File: src/dwd_wdt_map.vh
// Constants for the digital watchdog: offsets, fields, reset values, timing
`ifndef DWD_WDT_MAP_VH
`define DWD_WDT_MAP_VH

// ----------------------------------------------------------------
// Register offsets (byte addresses)
// ----------------------------------------------------------------
`define DWD_ADR_COUNT      8'hD8
`define DWD_ADR_STATUS     8'hDC

// ----------------------------------------------------------------
// Count/control register fields
// ----------------------------------------------------------------
`define DWD_BIT_ACT        0
`define DWD_BIT_SR         1
`define DWD_REG_RESET      8'hFE
`define DWD_CNT_RESET      7'h7F
`define DWD_CNT_SR_EDGE    7'h40
`define DWD_CNT_ONE        7'h01

// ----------------------------------------------------------------
// Status register fields
// ----------------------------------------------------------------
`define DWD_ST_ACTIVE      0
`define DWD_ST_STOP        1
`define DWD_ST_WAIT        2
`define DWD_ST_HWOPT       3
`define DWD_ST_EXTOPT      4
`define DWD_ST_HOLD        5

// ----------------------------------------------------------------
// Timing
// ----------------------------------------------------------------
`define DWD_TICK_CYC       12'd3072
`define DWD_TICK_LAST      12'd3071
`define DWD_STAB_CYC       2048

`endif

File: src/dwd_sync2.v
// Two-flop synchroniser for one level from outside the clock domain
`timescale 1ns/1ps
module dwd_sync2 (
    input  wire clk_sys,   // System clock
    input  wire rst,       // Async reset, active high
    input  wire asyncIn,   // Level from a pin
    output wire syncOut    // Synchronised level
);
    reg firstQ;
    reg secondQ;

    always @(posedge clk_sys or posedge rst) begin
        if (rst) begin
            firstQ  <= 1'b0;
            secondQ <= 1'b0;
        end else begin
            firstQ  <= asyncIn;
            secondQ <= firstQ;
        end
    end

    assign syncOut = secondQ;
endmodule

File: src/dwd_prescaler.v
// Prescaler that emits one tick every 3072 clocks while running
`timescale 1ns/1ps
`include "dwd_wdt_map.vh"
module dwd_prescaler (
    input  wire clk_sys,   // System clock
    input  wire rst,       // Async reset, active high
    input  wire restart,   // Restart the count from zero
    input  wire run,       // Count when high, hold when low
    output wire tick       // One-cycle pulse at end of period
);
    reg [11:0] div_q;

    assign tick = run && !restart && (div_q == `DWD_TICK_LAST);

    always @(posedge clk_sys or posedge rst) begin
        if (rst) begin
            div_q <= 12'h000;
        end else if (restart || tick) begin
            div_q <= 12'h000;
        end else if (run) begin
            div_q <= div_q + 12'h001;
        end
    end
endmodule

File: src/dwd_watchdog.v
// Digital watchdog down-counter with Wishbone slave and stop control
//
// Register access over Wishbone was decided locally.
`timescale 1ns/1ps
`include "dwd_wdt_map.vh"
module dwd_watchdog #(
    parameter STAB_CYC = `DWD_STAB_CYC     // Stabilisation delay in clocks
) (
    input  wire        clk_sys,            // System clock, 40 MHz
    input  wire        rst,                // Async reset, active high
    input  wire        wb_cyc_i,           // Wishbone cycle
    input  wire        wb_stb_i,           // Wishbone strobe
    input  wire        wb_we_i,            // Wishbone write enable
    input  wire [7:0]  wb_adr_i,           // Wishbone byte address
    input  wire [3:0]  wb_sel_i,           // Wishbone byte selects
    input  wire [31:0] wb_dat_i,           // Wishbone write data
    output wire [31:0] wb_dat_o,           // Wishbone read data
    output wire        wb_ack_o,           // Wishbone acknowledge
    input  wire        optHwActivation,    // Strap: hardware activation
    input  wire        optExtStopCtl,      // Strap: external stop control
    input  wire        nmiPin,             // NMI pin level
    input  wire        stopInstr,          // Core executes a stop, pulse
    input  wire        irqWakeReq,         // Maskable interrupt request
    input  wire        nmiReq,             // Latched NMI request
    input  wire        global_irq_enable,  // Global interrupt enable
    output wire        cpuWait,            // Core held in wait
    output wire        cpuStop,            // Core held in stop
    output wire        oscEnable,          // Oscillator runs when high
    output wire        sysResetOut,        // Internal system reset
    output wire        resetPinOut,        // Reset pin drive value
    output wire        resetPinOe          // Reset pin drive enable
);
    // ----------------------------------------------------------------
    // Constants
    // ----------------------------------------------------------------
    localparam [1:0] ST_RUN  = 2'b00;
    localparam [1:0] ST_WAIT = 2'b01;
    localparam [1:0] ST_STOP = 2'b10;
    // Last count of the stabilisation hold
    localparam [11:0] STAB_LAST = STAB_CYC[11:0] - 12'h001;

    // ----------------------------------------------------------------
    // Declarations
    // ----------------------------------------------------------------
    reg  [6:0]  countdown_bits_q;
    reg  [6:0]  countdown_bits_d;
    reg         actBit_q;
    reg         actBit_d;
    reg  [1:0]  mode_q;
    reg  [1:0]  mode_d;
    reg         hold_q;
    reg  [11:0] holdCnt_q;
    reg         optHw_q;
    reg         optExt_q;
    reg         optTaken_q;
    reg         ack_q;
    reg  [7:0]  rdData_q;
    reg  [7:0]  rdData_d;
    reg  [1:0]  fill_q;
    reg         cpuWait_q;
    reg         cpuStop_q;
    reg         oscEn_q;
    wire        optHwSync;
    wire        optExtSync;
    wire        nmiSync;
    wire        tick;
    wire        active;
    wire        frozen;
    wire        busReq;
    wire        wrCount;
    wire        swFire;
    wire        cntFire;
    wire        wake;
    wire [7:0]  watchdog_count_control;
    wire [7:0]  statusReg;
    wire [6:0]  wrCount7;

    // ----------------------------------------------------------------
    // Pin and strap synchronisers
    // ----------------------------------------------------------------
    // NMI pin level is only read through its synchroniser
    dwd_sync2 uSyncNmi (
        .clk_sys (clk_sys),
        .rst     (rst),
        .asyncIn (nmiPin),
        .syncOut (nmiSync)
    );

    dwd_sync2 uSyncHw (
        .clk_sys (clk_sys),
        .rst     (rst),
        .asyncIn (optHwActivation),
        .syncOut (optHwSync)
    );

    dwd_sync2 uSyncExt (
        .clk_sys (clk_sys),
        .rst     (rst),
        .asyncIn (optExtStopCtl),
        .syncOut (optExtSync)
    );

    // Straps are caught once, after the synchronisers have filled
    always @(posedge clk_sys or posedge rst) begin
        if (rst) begin
            fill_q     <= 2'b00;
            optTaken_q <= 1'b0;
            optHw_q    <= 1'b0;
            optExt_q   <= 1'b0;
        end else if (!optTaken_q) begin
            fill_q <= {fill_q[0], 1'b1};
            if (fill_q[1]) begin
                optTaken_q <= 1'b1;
                optHw_q    <= optHwSync;
                optExt_q   <= optExtSync;
            end
        end
    end

    // ----------------------------------------------------------------
    // Wishbone slave
    // ----------------------------------------------------------------
    // A request is taken once; the registered ack blocks a second take
    // Writes during the reset hold are acked but dropped
    assign busReq  = wb_cyc_i && wb_stb_i && !ack_q;
    assign wrCount = busReq && wb_we_i && wb_sel_i[0]
                     && (wb_adr_i == `DWD_ADR_COUNT) && !hold_q;

    always @(posedge clk_sys or posedge rst) begin
        if (rst) begin
            ack_q <= 1'b0;
        end else begin
            ack_q <= busReq;
        end
    end

    assign wb_ack_o = ack_q;

    // Register bits are mirrored onto the counter bits
    assign wrCount7 = {wb_dat_i[1], wb_dat_i[2], wb_dat_i[3], wb_dat_i[4],
                       wb_dat_i[5], wb_dat_i[6], wb_dat_i[7]};

    assign watchdog_count_control = {countdown_bits_q[0], countdown_bits_q[1],
                                     countdown_bits_q[2], countdown_bits_q[3],
                                     countdown_bits_q[4], countdown_bits_q[5],
                                     countdown_bits_q[6], active};

    // Status: active, stop, wait, straps and reset hold
    assign statusReg = {2'b00, hold_q, optExt_q, optHw_q,
                        (mode_q == ST_WAIT), (mode_q == ST_STOP), active};

    // Read data is latched at the taking edge and stands with ack
    always @* begin
        case (wb_adr_i)
            `DWD_ADR_COUNT:  rdData_d = watchdog_count_control;
            `DWD_ADR_STATUS: rdData_d = statusReg;
            default:         rdData_d = 8'h00;
        endcase
    end

    always @(posedge clk_sys or posedge rst) begin
        if (rst) begin
            rdData_q <= 8'h00;
        end else if (busReq && !wb_we_i) begin
            rdData_q <= rdData_d;
        end
    end

    assign wb_dat_o = {24'h000000, rdData_q};

    // ----------------------------------------------------------------
    // Prescaler
    // ----------------------------------------------------------------
    // Counter freezes while the core is in stop
    assign frozen = (mode_q == ST_STOP);

    // Prescaler waits for the straps before its first period
    dwd_prescaler uPresc (
        .clk_sys (clk_sys),
        .rst     (rst),
        .restart (wrCount || hold_q),
        .run     (!frozen && optTaken_q),
        .tick    (tick)
    );

    // ----------------------------------------------------------------
    // Activation and countdown
    // ----------------------------------------------------------------
    // The hardware strap forces activation regardless of the written bit
    assign active = actBit_q || optHw_q;

    // Writing SR low while it is high fires at once; the countdown fires only when active
    assign swFire  = wrCount && countdown_bits_q[6]
                     && !wb_dat_i[`DWD_BIT_SR];
    assign cntFire = active && tick
                     && (countdown_bits_q == `DWD_CNT_SR_EDGE);

    always @* begin
        countdown_bits_d = countdown_bits_q;
        actBit_d         = actBit_q;
        if (hold_q) begin
            countdown_bits_d = `DWD_CNT_RESET;
            actBit_d         = 1'b0;
        end else if (wrCount) begin
            countdown_bits_d = wrCount7;
            // A write only ever sets the activation bit; the reset hold clears it
            actBit_d = actBit_q || wb_dat_i[`DWD_BIT_ACT];
        end else if (tick) begin
            // Wraps freely as a 7-bit timer when inactive
            countdown_bits_d = countdown_bits_q - `DWD_CNT_ONE;
        end
    end

    // Counter and activation bit registers
    always @(posedge clk_sys or posedge rst) begin
        if (rst) begin
            countdown_bits_q <= `DWD_CNT_RESET;
            actBit_q         <= 1'b0;
        end else begin
            countdown_bits_q <= countdown_bits_d;
            actBit_q         <= actBit_d;
        end
    end

    // ----------------------------------------------------------------
    // Reset hold with stabilisation delay
    // ----------------------------------------------------------------
    // A write restarts the prescaler, so a fresh activation always
    // grants a full tick period before any countdown reset
    always @(posedge clk_sys or posedge rst) begin
        if (rst) begin
            hold_q    <= 1'b0;
            holdCnt_q <= 12'h000;
        end else if (!hold_q) begin
            if (swFire || cntFire) begin
                hold_q    <= 1'b1;
                holdCnt_q <= 12'h000;
            end
        end else if (holdCnt_q == STAB_LAST) begin
            hold_q    <= 1'b0;
            holdCnt_q <= 12'h000;
        end else begin
            holdCnt_q <= holdCnt_q + 12'h001;
        end
    end

    // The pin is only ever pulled low, never driven high
    assign sysResetOut = hold_q;
    assign resetPinOut = 1'b0;
    assign resetPinOe  = hold_q;

    // ----------------------------------------------------------------
    // Stop and wait control
    // ----------------------------------------------------------------
    // No interrupt, NMI included, wakes the core while interrupts are off
    assign wake = global_irq_enable && (irqWakeReq || nmiReq);

    // Stop becomes wait whenever the counter must keep protecting
    always @* begin
        mode_d = mode_q;
        case (mode_q)
            ST_RUN: begin
                if (stopInstr) begin
                    if (!active) begin
                        mode_d = ST_STOP;
                    end else if (optExt_q && nmiSync) begin
                        mode_d = ST_STOP;
                    end else begin
                        mode_d = ST_WAIT;
                    end
                end
            end
            ST_WAIT: begin
                if (wake) begin
                    mode_d = ST_RUN;
                end
            end
            ST_STOP: begin
                if (wake) begin
                    mode_d = ST_RUN;
                end
            end
            default: begin
                mode_d = ST_RUN;
            end
        endcase
    end

    // Reset hold returns the core to run
    always @(posedge clk_sys or posedge rst) begin
        if (rst) begin
            mode_q <= ST_RUN;
        end else if (hold_q) begin
            mode_q <= ST_RUN;
        end else begin
            mode_q <= mode_d;
        end
    end

    // Core control outputs come straight from flops
    always @(posedge clk_sys or posedge rst) begin
        if (rst) begin
            cpuWait_q <= 1'b0;
            cpuStop_q <= 1'b0;
            oscEn_q   <= 1'b1;
        end else if (hold_q) begin
            cpuWait_q <= 1'b0;
            cpuStop_q <= 1'b0;
            oscEn_q   <= 1'b1;
        end else begin
            cpuWait_q <= (mode_d == ST_WAIT);
            cpuStop_q <= (mode_d == ST_STOP);
            oscEn_q   <= (mode_d != ST_STOP);
        end
    end

    assign cpuWait   = cpuWait_q;
    assign cpuStop   = cpuStop_q;
    assign oscEnable = oscEn_q;
endmodule

File: config.mk
export PLATFORM = sky130hd
export DESIGN_NAME = dwd_watchdog
export DESIGN_NICKNAME = d
export VERILOG_FILES = /design/src/dwd_sync2.v /design/src/dwd_prescaler.v /design/src/dwd_watchdog.v
export VERILOG_INCLUDE_DIRS = /design/src /design/src/src
export SDC_FILE = /design/constraint.sdc
export NUM_CORES = 1
export LEC_CHECK = 0
export BUFFER_PORTS_ARGS = -buffer_cell sky130_fd_sc_hd__buf_2
export CAP_MARGIN = 10
export CORE_MARGIN = 4
export CORE_UTILIZATION = 35
export DETAILED_ROUTE_END_ITERATION = 8
export PLACE_DENSITY = 0.56
export REMOVE_ABC_BUFFERS = 1
export SYNTH_ARGS = -nofsm -noshare
export SYNTH_HDL_FRONTEND = slang
export SYNTH_SLANG_ARGS = --single-unit
File: constraint.sdc
create_clock -name clk_sys -period 2.4 [get_ports clk_sys]
set_clock_uncertainty 0.05 [all_clocks]
set_input_delay 0.72 -clock clk_sys [delete_from_list [all_inputs] [get_ports clk_sys]]
set_output_delay 0.72 -clock clk_sys [all_outputs]
set_load 0.01 [all_outputs]
==> qor.yml, run 1 <==
r2r_slack_ps: 160
synth_simple_gate_area_share_pct: 21.1
cts_resized: 0
globalRouteOverflowTotal: 0
fin_ws_ps: 160
firstDrtPassIters: 4
synth_area_leader_cell: "dfrtp_1"
track_usage_pct: 13.0
cpMaxStageDelayCell: "o31a_1"
area_delta_synth_final_pct: 17.1
criticalPathCategory: "reg -> reg"
synth_ff_type: "dfrtp_1"
routedWlPerCell_um: 13.5
port_buffers: 42
grt_max_degree: 59
hp-start: "uSyncExt.firstQ"
vias_per_cell: 4.84
setup.worst_path.start_class: "flop"
synthXorXnorAreaFrac_pct: 4.44
drive_gt1_share_pct: 28.6
dpl_worst_slack_ps: -88.9
seq_area_frac_synth_pct: 46.3
slew_headroom_pct: 63.5
muxShareOfSynthArea_pct: 3.65
outcome: "completed"
postRouteAntennaNets: 0
nets: 425
fmax_mhz: 446
synth-adder-area-share_pct: 2.78
irDropWorstVdd_mv: 0.400
crit_arrival_ps: 2410
max_stage_delay_ps: 450
diodes: 0
final.setup.tns_ps: 0
layout_commonest_cell: "dfrtp_1"
synthArstFlopShare_pct: 100
grt_pass1_vias: 2235
pwr_density_cell_nw_per_um2: 607
start_util_pct: 36.0
cts_max_path_buffers: 2
numCtsBuffers: 9
hold_depth: 0
die_w_um: 103
post-route-min-period_ps: 2240
root_buffer: "clkbuf_8"
worst_slew_pin_slew_ps: 547
slew_viol_final: 0
synth_area_um2: 3150
syn_inst: 301
die_h_um: 103
rr_endpoint: "holdCnt_q[3]"
clk_latency_ps: 340
fin_crit_sh_pct: 93.3
synth_top_family_by_area: "simple AND/OR/NAND/NOR gates"
hold_path_end: "uSyncExt.syncOut"
drc: 0
core-area_um2: 8760
ys_ff_latch: 58
r2r-start: "mode_q[1]"
rsz0062_at_grt: "no"
ys_warn_count: 0
totalWireLength_um: 6400
clkTransAtPathRegs_ps: 70
startpoint: "mode_q[1]"
synthTopCellsByArea: "dfrtp_1 (40%), dfstp_2 (6.7%), buf_4 (6.2%)"
endpoint_kind: "flop"
synth_top_area_share_pct: 39.7
vias: 2300
maxCapViolCount: 0
crit_chain: "ha_1 > nand2b_2 > nor4_4 > nand4_1 > o31a_1 > a211o_1"
dp_hpwl_um: 4740
cts.sinks: 58
synth_edf_count: 0
cellLeakagePower_uw: 0.00178
avgSynthCellArea_um2: 10.5
grt_pass1_wl_um: 10700
h-tree-depth: 3
synth_compound_gate_area_share_pct: 12.3
antenna_found_initial: 0
io-pin-count: 95
hold_class: "reg -> reg"
postCtsSetupBuffers: 0
hold_violations: 0
final_cell_mix: "dfrtp_1 (50), buf_2 (42), nand2_1 (27)"
setup_violations: 0
cp.required_ps: 2580
cts_tree: "built"
std_cell_rows: 34
critPathMaxFanout: 13
totalPowerFinal_uw: 2240
place_congestion: 0.804
drt_iter0_markers: 57
synth.distinct_cells: 56
post_cts_hold_buffer_count: 0
dieArea_um2: 10600
r2r_cells: 6
[cell type report]
type                       instances  area [µm²]
sequential                        58        1460
timing repair buffer              62         373
multi-input combinational        221        1490
clock inverter                     5        55.1
clock buffer                      11         141
inverter                          10        37.5
fill                             867        5070
tap                              108         135
[through the flow]
stage / util (%) / hold WS, ps / instances / instance area [µm²]
after floorplan: - / 281 / 289 / 2990
after detailed placement: 39.9 / 286 / 459 / 3500
after global routing: 42.1 / 305 / 475 / 3690
final: 42.1 / 298 / 475 / 3690
after CTS: 42.1 / 301 / 475 / 3690
after global placement: 39.9 / 287 / 459 / 3500
[worst max path at each step]
stage	endpoint	cells past startpoint
2_1_floorplan	holdCnt_q[11]	5
4_1_cts	holdCnt_q[3]	6
3_3_place_gp	holdCnt_q[0]	6
5_1_grt	holdCnt_q[11]	7
6_report	holdCnt_q[3]	6
3_5_place_dp	holdCnt_q[0]	6
[state kept, by name (all words and copies together), names as in the netlist, 2 cells and up]
| signal | count |
|---|---|
| rdData_q | 8 |
| uPresc.div_q | 12 |
| mode_q | 2 |
| countdown_bits_q | 7 |
| holdCnt_q | 12 |
| fill_q | 2 |
[power by group]
part	internal (µW)	total, µW	switching, µW
logic	124	243	120
registers	1040	1110	66.3
clock network	504	894	390
[cells by family (layout without fill, tap and decap cells)]
logic type	count (synthesis)	in the layout
other	1	25
AND/OR/NAND/NOR	109	109
adder cells (fa/ha/maj)	7	7
XOR/XNOR	16	16
multiplexers	11	11
flip-flops	58	58
buffers and inverters	46	88
AO/OA/AOI/OAI	53	53
[metal layers]
metal / up-vias / track usage [%] / routed length [µm]
met5: - / 0 / 0
met4: 0 / 3.29 / 75
met3: 6 / 4.33 / 195
met2: 39 / 21.4 / 3240
met1: 1122 / 16.4 / 2890
li1: 1133 / - / -
[cells in the mapped netlist (3+ instances only)]
cell      instances
a31oi_1           3
inv_1            10
xnor2_1           5
buf_6             3
mux2_2            4
nand4_1           3
dfrtp_1          50
nand2_1          27
ha_1              7
mux2i_1           7
nand3_1          11
and3_1            5
a21oi_1           9
buf_4            26
a211o_1           5
nand3b_1          3
nor4_4            3
xor2_1           11
nand2b_1          3
nor2_1           26
clkbuf_1          7
a22o_1           10
nor2b_1           3
o21ai_0          12
dfstp_2           8
[critical path: cells and delay by family, from the launching register on]
kind / cells / cell delay, ps
AO/OA/AOI/OAI: 2 / 800
AND/OR/NAND/NOR: 3 / 630
flip-flops: 1 / 420
adder cells (fa/ha/maj): 1 / 230
(Power assumes the default switching activity.)
==> inputs of run 2 (changes only) <==
--- a/config.mk
+++ b/config.mk
@@ -9,9 +9,9 @@
 export BUFFER_PORTS_ARGS = -buffer_cell sky130_fd_sc_hd__buf_2
 export CAP_MARGIN = 10
 export CORE_MARGIN = 4
-export CORE_UTILIZATION = 35
+export CORE_UTILIZATION = 52
 export DETAILED_ROUTE_END_ITERATION = 8
-export PLACE_DENSITY = 0.56
+export PLACE_DENSITY = 0.79
 export REMOVE_ABC_BUFFERS = 1
 export SYNTH_ARGS = -nofsm -noshare
 export SYNTH_HDL_FRONTEND = slang
==> run 2 against run 1 <==
Effect of this change:
- fmax decreased by 0.32%
- die area down 30%
- sequential share of layout area shrank 0.16 points
- register-to-register slack hardly changed
- clock power up 26%
- flip-flop and latch count stayed put
- non-clock buffer count did not move
- core utilization up 20 points
- power grew 11%
- final area up 0.41%
- via count is 0.22% lower
- global-route usage up 6.5 points
- critical endpoint unchanged
- highest routed layer unchanged
==> qor.yml, run 2 (same netlist as run 1, synthesis figures left out) <==
outcome: "completed"
regArea_um2: 1460  # unchanged
r2r_cells: 7  # +1
criticalPathCategory: "reg -> reg"
multi_input_area_um2: 1490  # about the same
diodes: 0  # unchanged
grt_pass1_vias: 2372  # +6.1%
num-fill-cells: 478  # -45%
p_int_uw: 1910  # +14%
fmax_mhz: 445  # -0.32%
slew_viol_final: 0  # unchanged
routedWlPerCell_um: 14.5  # +7.3%
numCtsBuffers: 9  # unchanged
setup_violations: 0  # unchanged
firstDrtPassIters: 4  # unchanged
clkTransAtPathRegs_ps: 70  # about the same
final_cell_mix: "dfrtp_1 (50), buf_2 (42), nand2_1 (27)"
top_regs: "holdCnt_q (12), uPresc.div_q (12), rdData_q (8)"
busiest_layer: "met2"
power.clock.fraction_pct: 45.4  # +5.5 points
clk_latency_ps: 340  # about the same
r2r-start: "mode_q[0]"
r2r_slack_ps: 150  # about the same
setup.worst_path.start_class: "flop"
endpoint_kind: "flop"
grt_pass1_wl_um: 11100  # +3.5%
die_w_um: 85.9  # -17%
die_h_um: 85.9  # -17%
drt_iter0_markers: 99  # +74%
hp-start: "uSyncHw.firstQ"
rsz0062_at_grt: "no"
pwr_density_cell_nw_per_um2: 670  # +10%
grt.met2_usage_pct: 32.3  # +11 points
slew_headroom_pct: 64.4  # +0.86 points
crit_arrival_ps: 2410  # about the same
postRouteAntennaNets: 0  # unchanged
post-route-min-period_ps: 2250  # +7.11 ps
irDropWorstVdd_mv: 0.475  # +19%
dp.cells: 426  # -7.2%
post_cts_hold_buffer_count: 0  # unchanged
power_frac_seq_pct: 44.6  # -4.7 points
p_comb_share_pct: 10.0  # -0.9 points
swShare_pct: 23.3  # -2.4 points
layout_commonest_cell: "dfrtp_1"
vias_per_cell: 5.19  # +7.2%
power.switching_uw: 578  # +0.23%
start_util_pct: 53.3  # +17 points
grt_util_met1_pct: 24.3  # +7.9 points
cellLeakagePower_uw: 0.00181  # +1.9%
cp.required_ps: 2560  # -20 ps
worst_slew_pin_slew_ps: 534  # -12.9 ps
port_buffers: 42  # unchanged
drc: 0  # unchanged
hold_depth: 0  # unchanged
track_usage_pct: 19.4  # +6.5 points
cts_tree: "built"
maxCapViolCount: 0  # unchanged
h-tree-depth: 3  # unchanged
antenna_found_initial: 0  # unchanged
root_buffer: "clkbuf_8"
cts.sinks: 58  # unchanged
area_delta_synth_final_pct: 17.6
dieArea_um2: 7380  # -30%
vias: 2295  # -0.22%
fin_crit_sh_pct: 93.6  # +0.30 points
hold_class: "reg -> reg"
io-pin-count: 95  # unchanged
std_cell_rows: 28  # -18%
hold_violations: 0  # unchanged
final.setup.tns_ps: 0  # unchanged
final_util_pct: 62.6  # +20 points
grtUsageMet3_pct: 4.80  # +0.47 points
core-area_um2: 5920  # -32%
rr_endpoint: "holdCnt_q[3]"
dp_hpwl_um: 4750  # +0.29%
place_congestion: 0.880  # +9.5%
grt_max_degree: 59  # unchanged
cts_max_path_buffers: 2  # unchanged
globalRouteOverflowTotal: 0  # unchanged
drive_gt1_share_pct: 29.2  # +0.54 points
critPathMaxFanout: 13  # unchanged
fin_cells: 442  # -6.9%
hold_path_end: "uSyncHw.syncOut"
totalWireLength_um: 6390  # -0.19%
nets: 425  # unchanged
-- run 2: per-stage QoR --
stage / worst slack, ps / area (µm²) / hold slack (ps) / power (µW)
2_1_floorplan: -61.4 / 2990 / 281 / 1290
3_3_place_gp: -11.6 / 3460 / 282 / 1360
3_5_place_dp: -22.6 / 3460 / 286 / 1370
4_1_cts: 92.8 / 3710 / 301 / 2510
5_1_grt: 32.7 / 3710 / 311 / 2610
6_report: 153 / 3710 / 298 / 2480
-- run 2: metal layers --
layer | routed length [µm] | up-vias | part of all wire (%)
met2 | 3260 | 46 | 51
met3 | 311 | 10 | 4.9
met4 | 100 | 0 | 1.6
li1 | - | 1135 | -
met5 | 0 | - | 0
met1 | 2720 | 1104 | 43
-- run 2: how the worst max path moves through the flow --
stage,from,end,slack (ps),depth (start not counted)
finish,mode_q[0],holdCnt_q[3],150,7
global route,mode_q[0],holdCnt_q[3],30,7
global placement,wb_adr_i[5],holdCnt_q[0],-10,6
floorplan,wb_adr_i[5],holdCnt_q[11],-60,5
CTS,mode_q[0],holdCnt_q[3],90,7
detailed placement,wb_adr_i[5],holdCnt_q[0],-20,6
-- run 2: cell type report --
class                   count  area share, %
multi-input cells         221           40.2
clock inverters             5           2.70
clock buffers              11           4.08
repair buffers             62           10.1
well taps                  75           2.53
inverters                  10           1.01
flip-flops and latches     58           39.4
-- run 2: power by group through the flow --
stage | combinational [µW] | sequential (µW) | clock [µW]
after floorplan | 178 | 1110 | 0
after global placement | 235 | 1120 | 0
after detailed placement | 250 | 1120 | 0
after CTS | 249 | 1110 | 1160
after global routing | 281 | 1120 | 1210
final | 247 | 1110 | 1130
-- run 2: repair_timing --
action	4_1_cts	5_1_grt
gates resized for setup	0	1
setup buffers	0	0
endpoints found under the hold margin	0	0
setup endpoints to repair	0	3
-- run 2: worst max-delay path: stages, from the launching register on --
cell and delay [ps]:
dfrtp_1 400, inv_1 80, ha_1 220, nand2b_2 210
nor4_4 230, nand4_1 180, o31a_2 430, a211o_1 320
==> inputs of run 3 (changes only) <==
--- a/config.mk
+++ b/config.mk
@@ -12,6 +12,7 @@
 export CORE_UTILIZATION = 52
 export DETAILED_ROUTE_END_ITERATION = 8
 export PLACE_DENSITY = 0.79
+export RECOVER_POWER = 25
 export REMOVE_ABC_BUFFERS = 1
 export SYNTH_ARGS = -nofsm -noshare
 export SYNTH_HDL_FRONTEND = slang
==> run 3 against run 2 <==
Effect of this change:
- die area unchanged
- global-route usage stayed put
- sequential share of layout area is 0.16 points higher
- setup slack got worse by 0.58 ps
- via count about the same
- flip-flop and latch count stayed put
- clock power barely moved
- first-iteration DRC count unchanged
- power decreased by 0.14%
- largest cell class unchanged
- highest routed layer unchanged
==> qor.yml, run 3 (same netlist as run 1, synthesis figures left out) <==
outcome: "completed"
hold_violations: 0  # unchanged
endpoint_kind: "flop"
r2r-start: "mode_q[0]"
post_cts_hold_buffer_count: 0  # unchanged
maxCapViolCount: 0  # unchanged
path_delay_family: "compound AO/OA/AOI/OAI gates"
cts_tree: "built"
r2r_slack_ps: 150  # about the same
cts_resized: 0  # unchanged
h-tree-depth: 3  # unchanged
std_cell_rows: 28  # unchanged
cp.required_ps: 2560  # about the same
antenna_found_initial: 0  # unchanged
totalWireLength_um: 6390  # about the same
fin_ws_ps: 153  # -0.575 ps
postRouteAntennaNets: 0  # unchanged
cts_max_path_buffers: 2  # unchanged
clkTransAtPathRegs_ps: 70  # about the same
vias_per_cell: 5.19  # about the same
critPathMaxFanout: 13  # unchanged
diodes: 0  # unchanged
cts.sinks: 58  # unchanged
cellLeakagePower_uw: 0.00180  # -0.23%
firstDrtPassIters: 4  # unchanged
clk_latency_ps: 340  # about the same
slew_viol_final: 0  # unchanged
fin_cells: 442  # unchanged
fin_crit_sh_pct: 93.6  # about the same
criticalPathCategory: "reg -> reg"
final_util_pct: 62.4  # -0.25 points
cpMaxStageDelayCell: "o31a_2"
start_util_pct: 53.3  # unchanged
layout_commonest_cell: "dfrtp_1"
grt_pass1_wl_um: 11100  # unchanged
dp_hpwl_um: 4750  # unchanged
dpl_worst_slack_ps: -22.6  # unchanged
totalPowerFinal_uw: 2480  # -0.14%
grt_pass1_vias: 2372  # unchanged
drt_iter0_markers: 99  # unchanged
rr_endpoint: "holdCnt_q[3]"
area_delta_synth_final_pct: 17.1
dp.cells: 426  # unchanged
drc: 0  # unchanged
globalRouteOverflowTotal: 0  # unchanged
rsz0062_at_grt: "no"
top_regs: "holdCnt_q (12), uPresc.div_q (12), rdData_q (8)"
numCtsBuffers: 9  # unchanged
fmax_mhz: 445  # about the same
crit_arrival_ps: 2410  # about the same
core-area_um2: 5920  # unchanged
setup.worst_path.start_class: "flop"
crit_buf_inv: 1  # unchanged
worst_slew_pin_slew_ps: 1410  # +872 ps
hold_path_end: "uSyncHw.syncOut"
grt_max_degree: 59  # unchanged
crit_chain: "inv_1 > ha_1 > nand2b_2 > nor4_4 > nand4_1 > o31a_2 > a211o_1"
final_cell_mix: "dfrtp_1 (50), buf_2 (42), nand2_1 (27)"
nets: 425  # unchanged
setup_violations: 0  # unchanged
hold_class: "reg -> reg"
dieArea_um2: 7380  # unchanged
die_h_um: 85.9  # unchanged
io-pin-count: 95  # unchanged
drive_gt1_share_pct: 28.9  # -0.27 points
track_usage_pct: 19.4  # unchanged
r2r_cells: 7  # unchanged
die_w_um: 85.9  # unchanged
vias: 2296  # +0.044%
max_stage_delay_ps: 430  # about the same
post-route-min-period_ps: 2250  # +0.575 ps
routedWlPerCell_um: 14.5  # about the same
port_buffers: 42  # unchanged
root_buffer: "clkbuf_8"
irDropWorstVdd_mv: 0.475  # about the same
slew_headroom_pct: 6.27  # -58 points
whs_ps: 298  # -0.0370 ps
pwr_density_cell_nw_per_um2: 671  # +0.26%
place_congestion: 0.880  # unchanged
hold_depth: 0  # unchanged
hp-start: "uSyncHw.firstQ"
postCtsSetupBuffers: 0  # unchanged
## run 3: cell types whose count changed in the layout (fill, tap and decap cells not counted), sizes merged
cell	previous run	this run
buf	62	61
clkbuf	11	12
## run 3: worst max-delay path by stage
stage,startpoint,end,cells after the start
final,mode_q[0],holdCnt_q[3],7
after global routing,mode_q[0],holdCnt_q[3],7
after CTS,mode_q[0],holdCnt_q[3],7
after detailed placement,wb_adr_i[5],holdCnt_q[0],6
after global placement,wb_adr_i[5],holdCnt_q[0],6
after floorplan,wb_adr_i[5],holdCnt_q[11],5
## run 3: cell type report
class	count	area [µm²]
Clock buffer	11	151
Timing Repair Buffer	62	358
Clock inverter	5	100
Fill cell	479	2230
Multi-Input combinational cell	221	1490
Sequential cell	58	1460
Inverter	10	37.5
Tap cell	75	93.8
## run 3: per-stage QoR
step / instance area (µm²) / TNS (ps)
after CTS: 3710 / 0
final: 3690 / 0
after global placement: 3460 / -11.6
after floorplan: 2990 / -300
after global routing: 3690 / 0
after detailed placement: 3460 / -24.5
## run 3: per-layer routing
layer	track usage [%]	share of wire, %	vias to the layer above
li1	-	-	1135
met1	24.3	43	1105
met2	32.3	51	46
met3	4.80	4.9	10
met4	7.77	1.6	0
met5	0	0	-
## run 3: power breakdown
group          switching (µW)  internal, µW
clock network             386           743
logic                     123           121
registers                68.3          1040
total                     577          1900
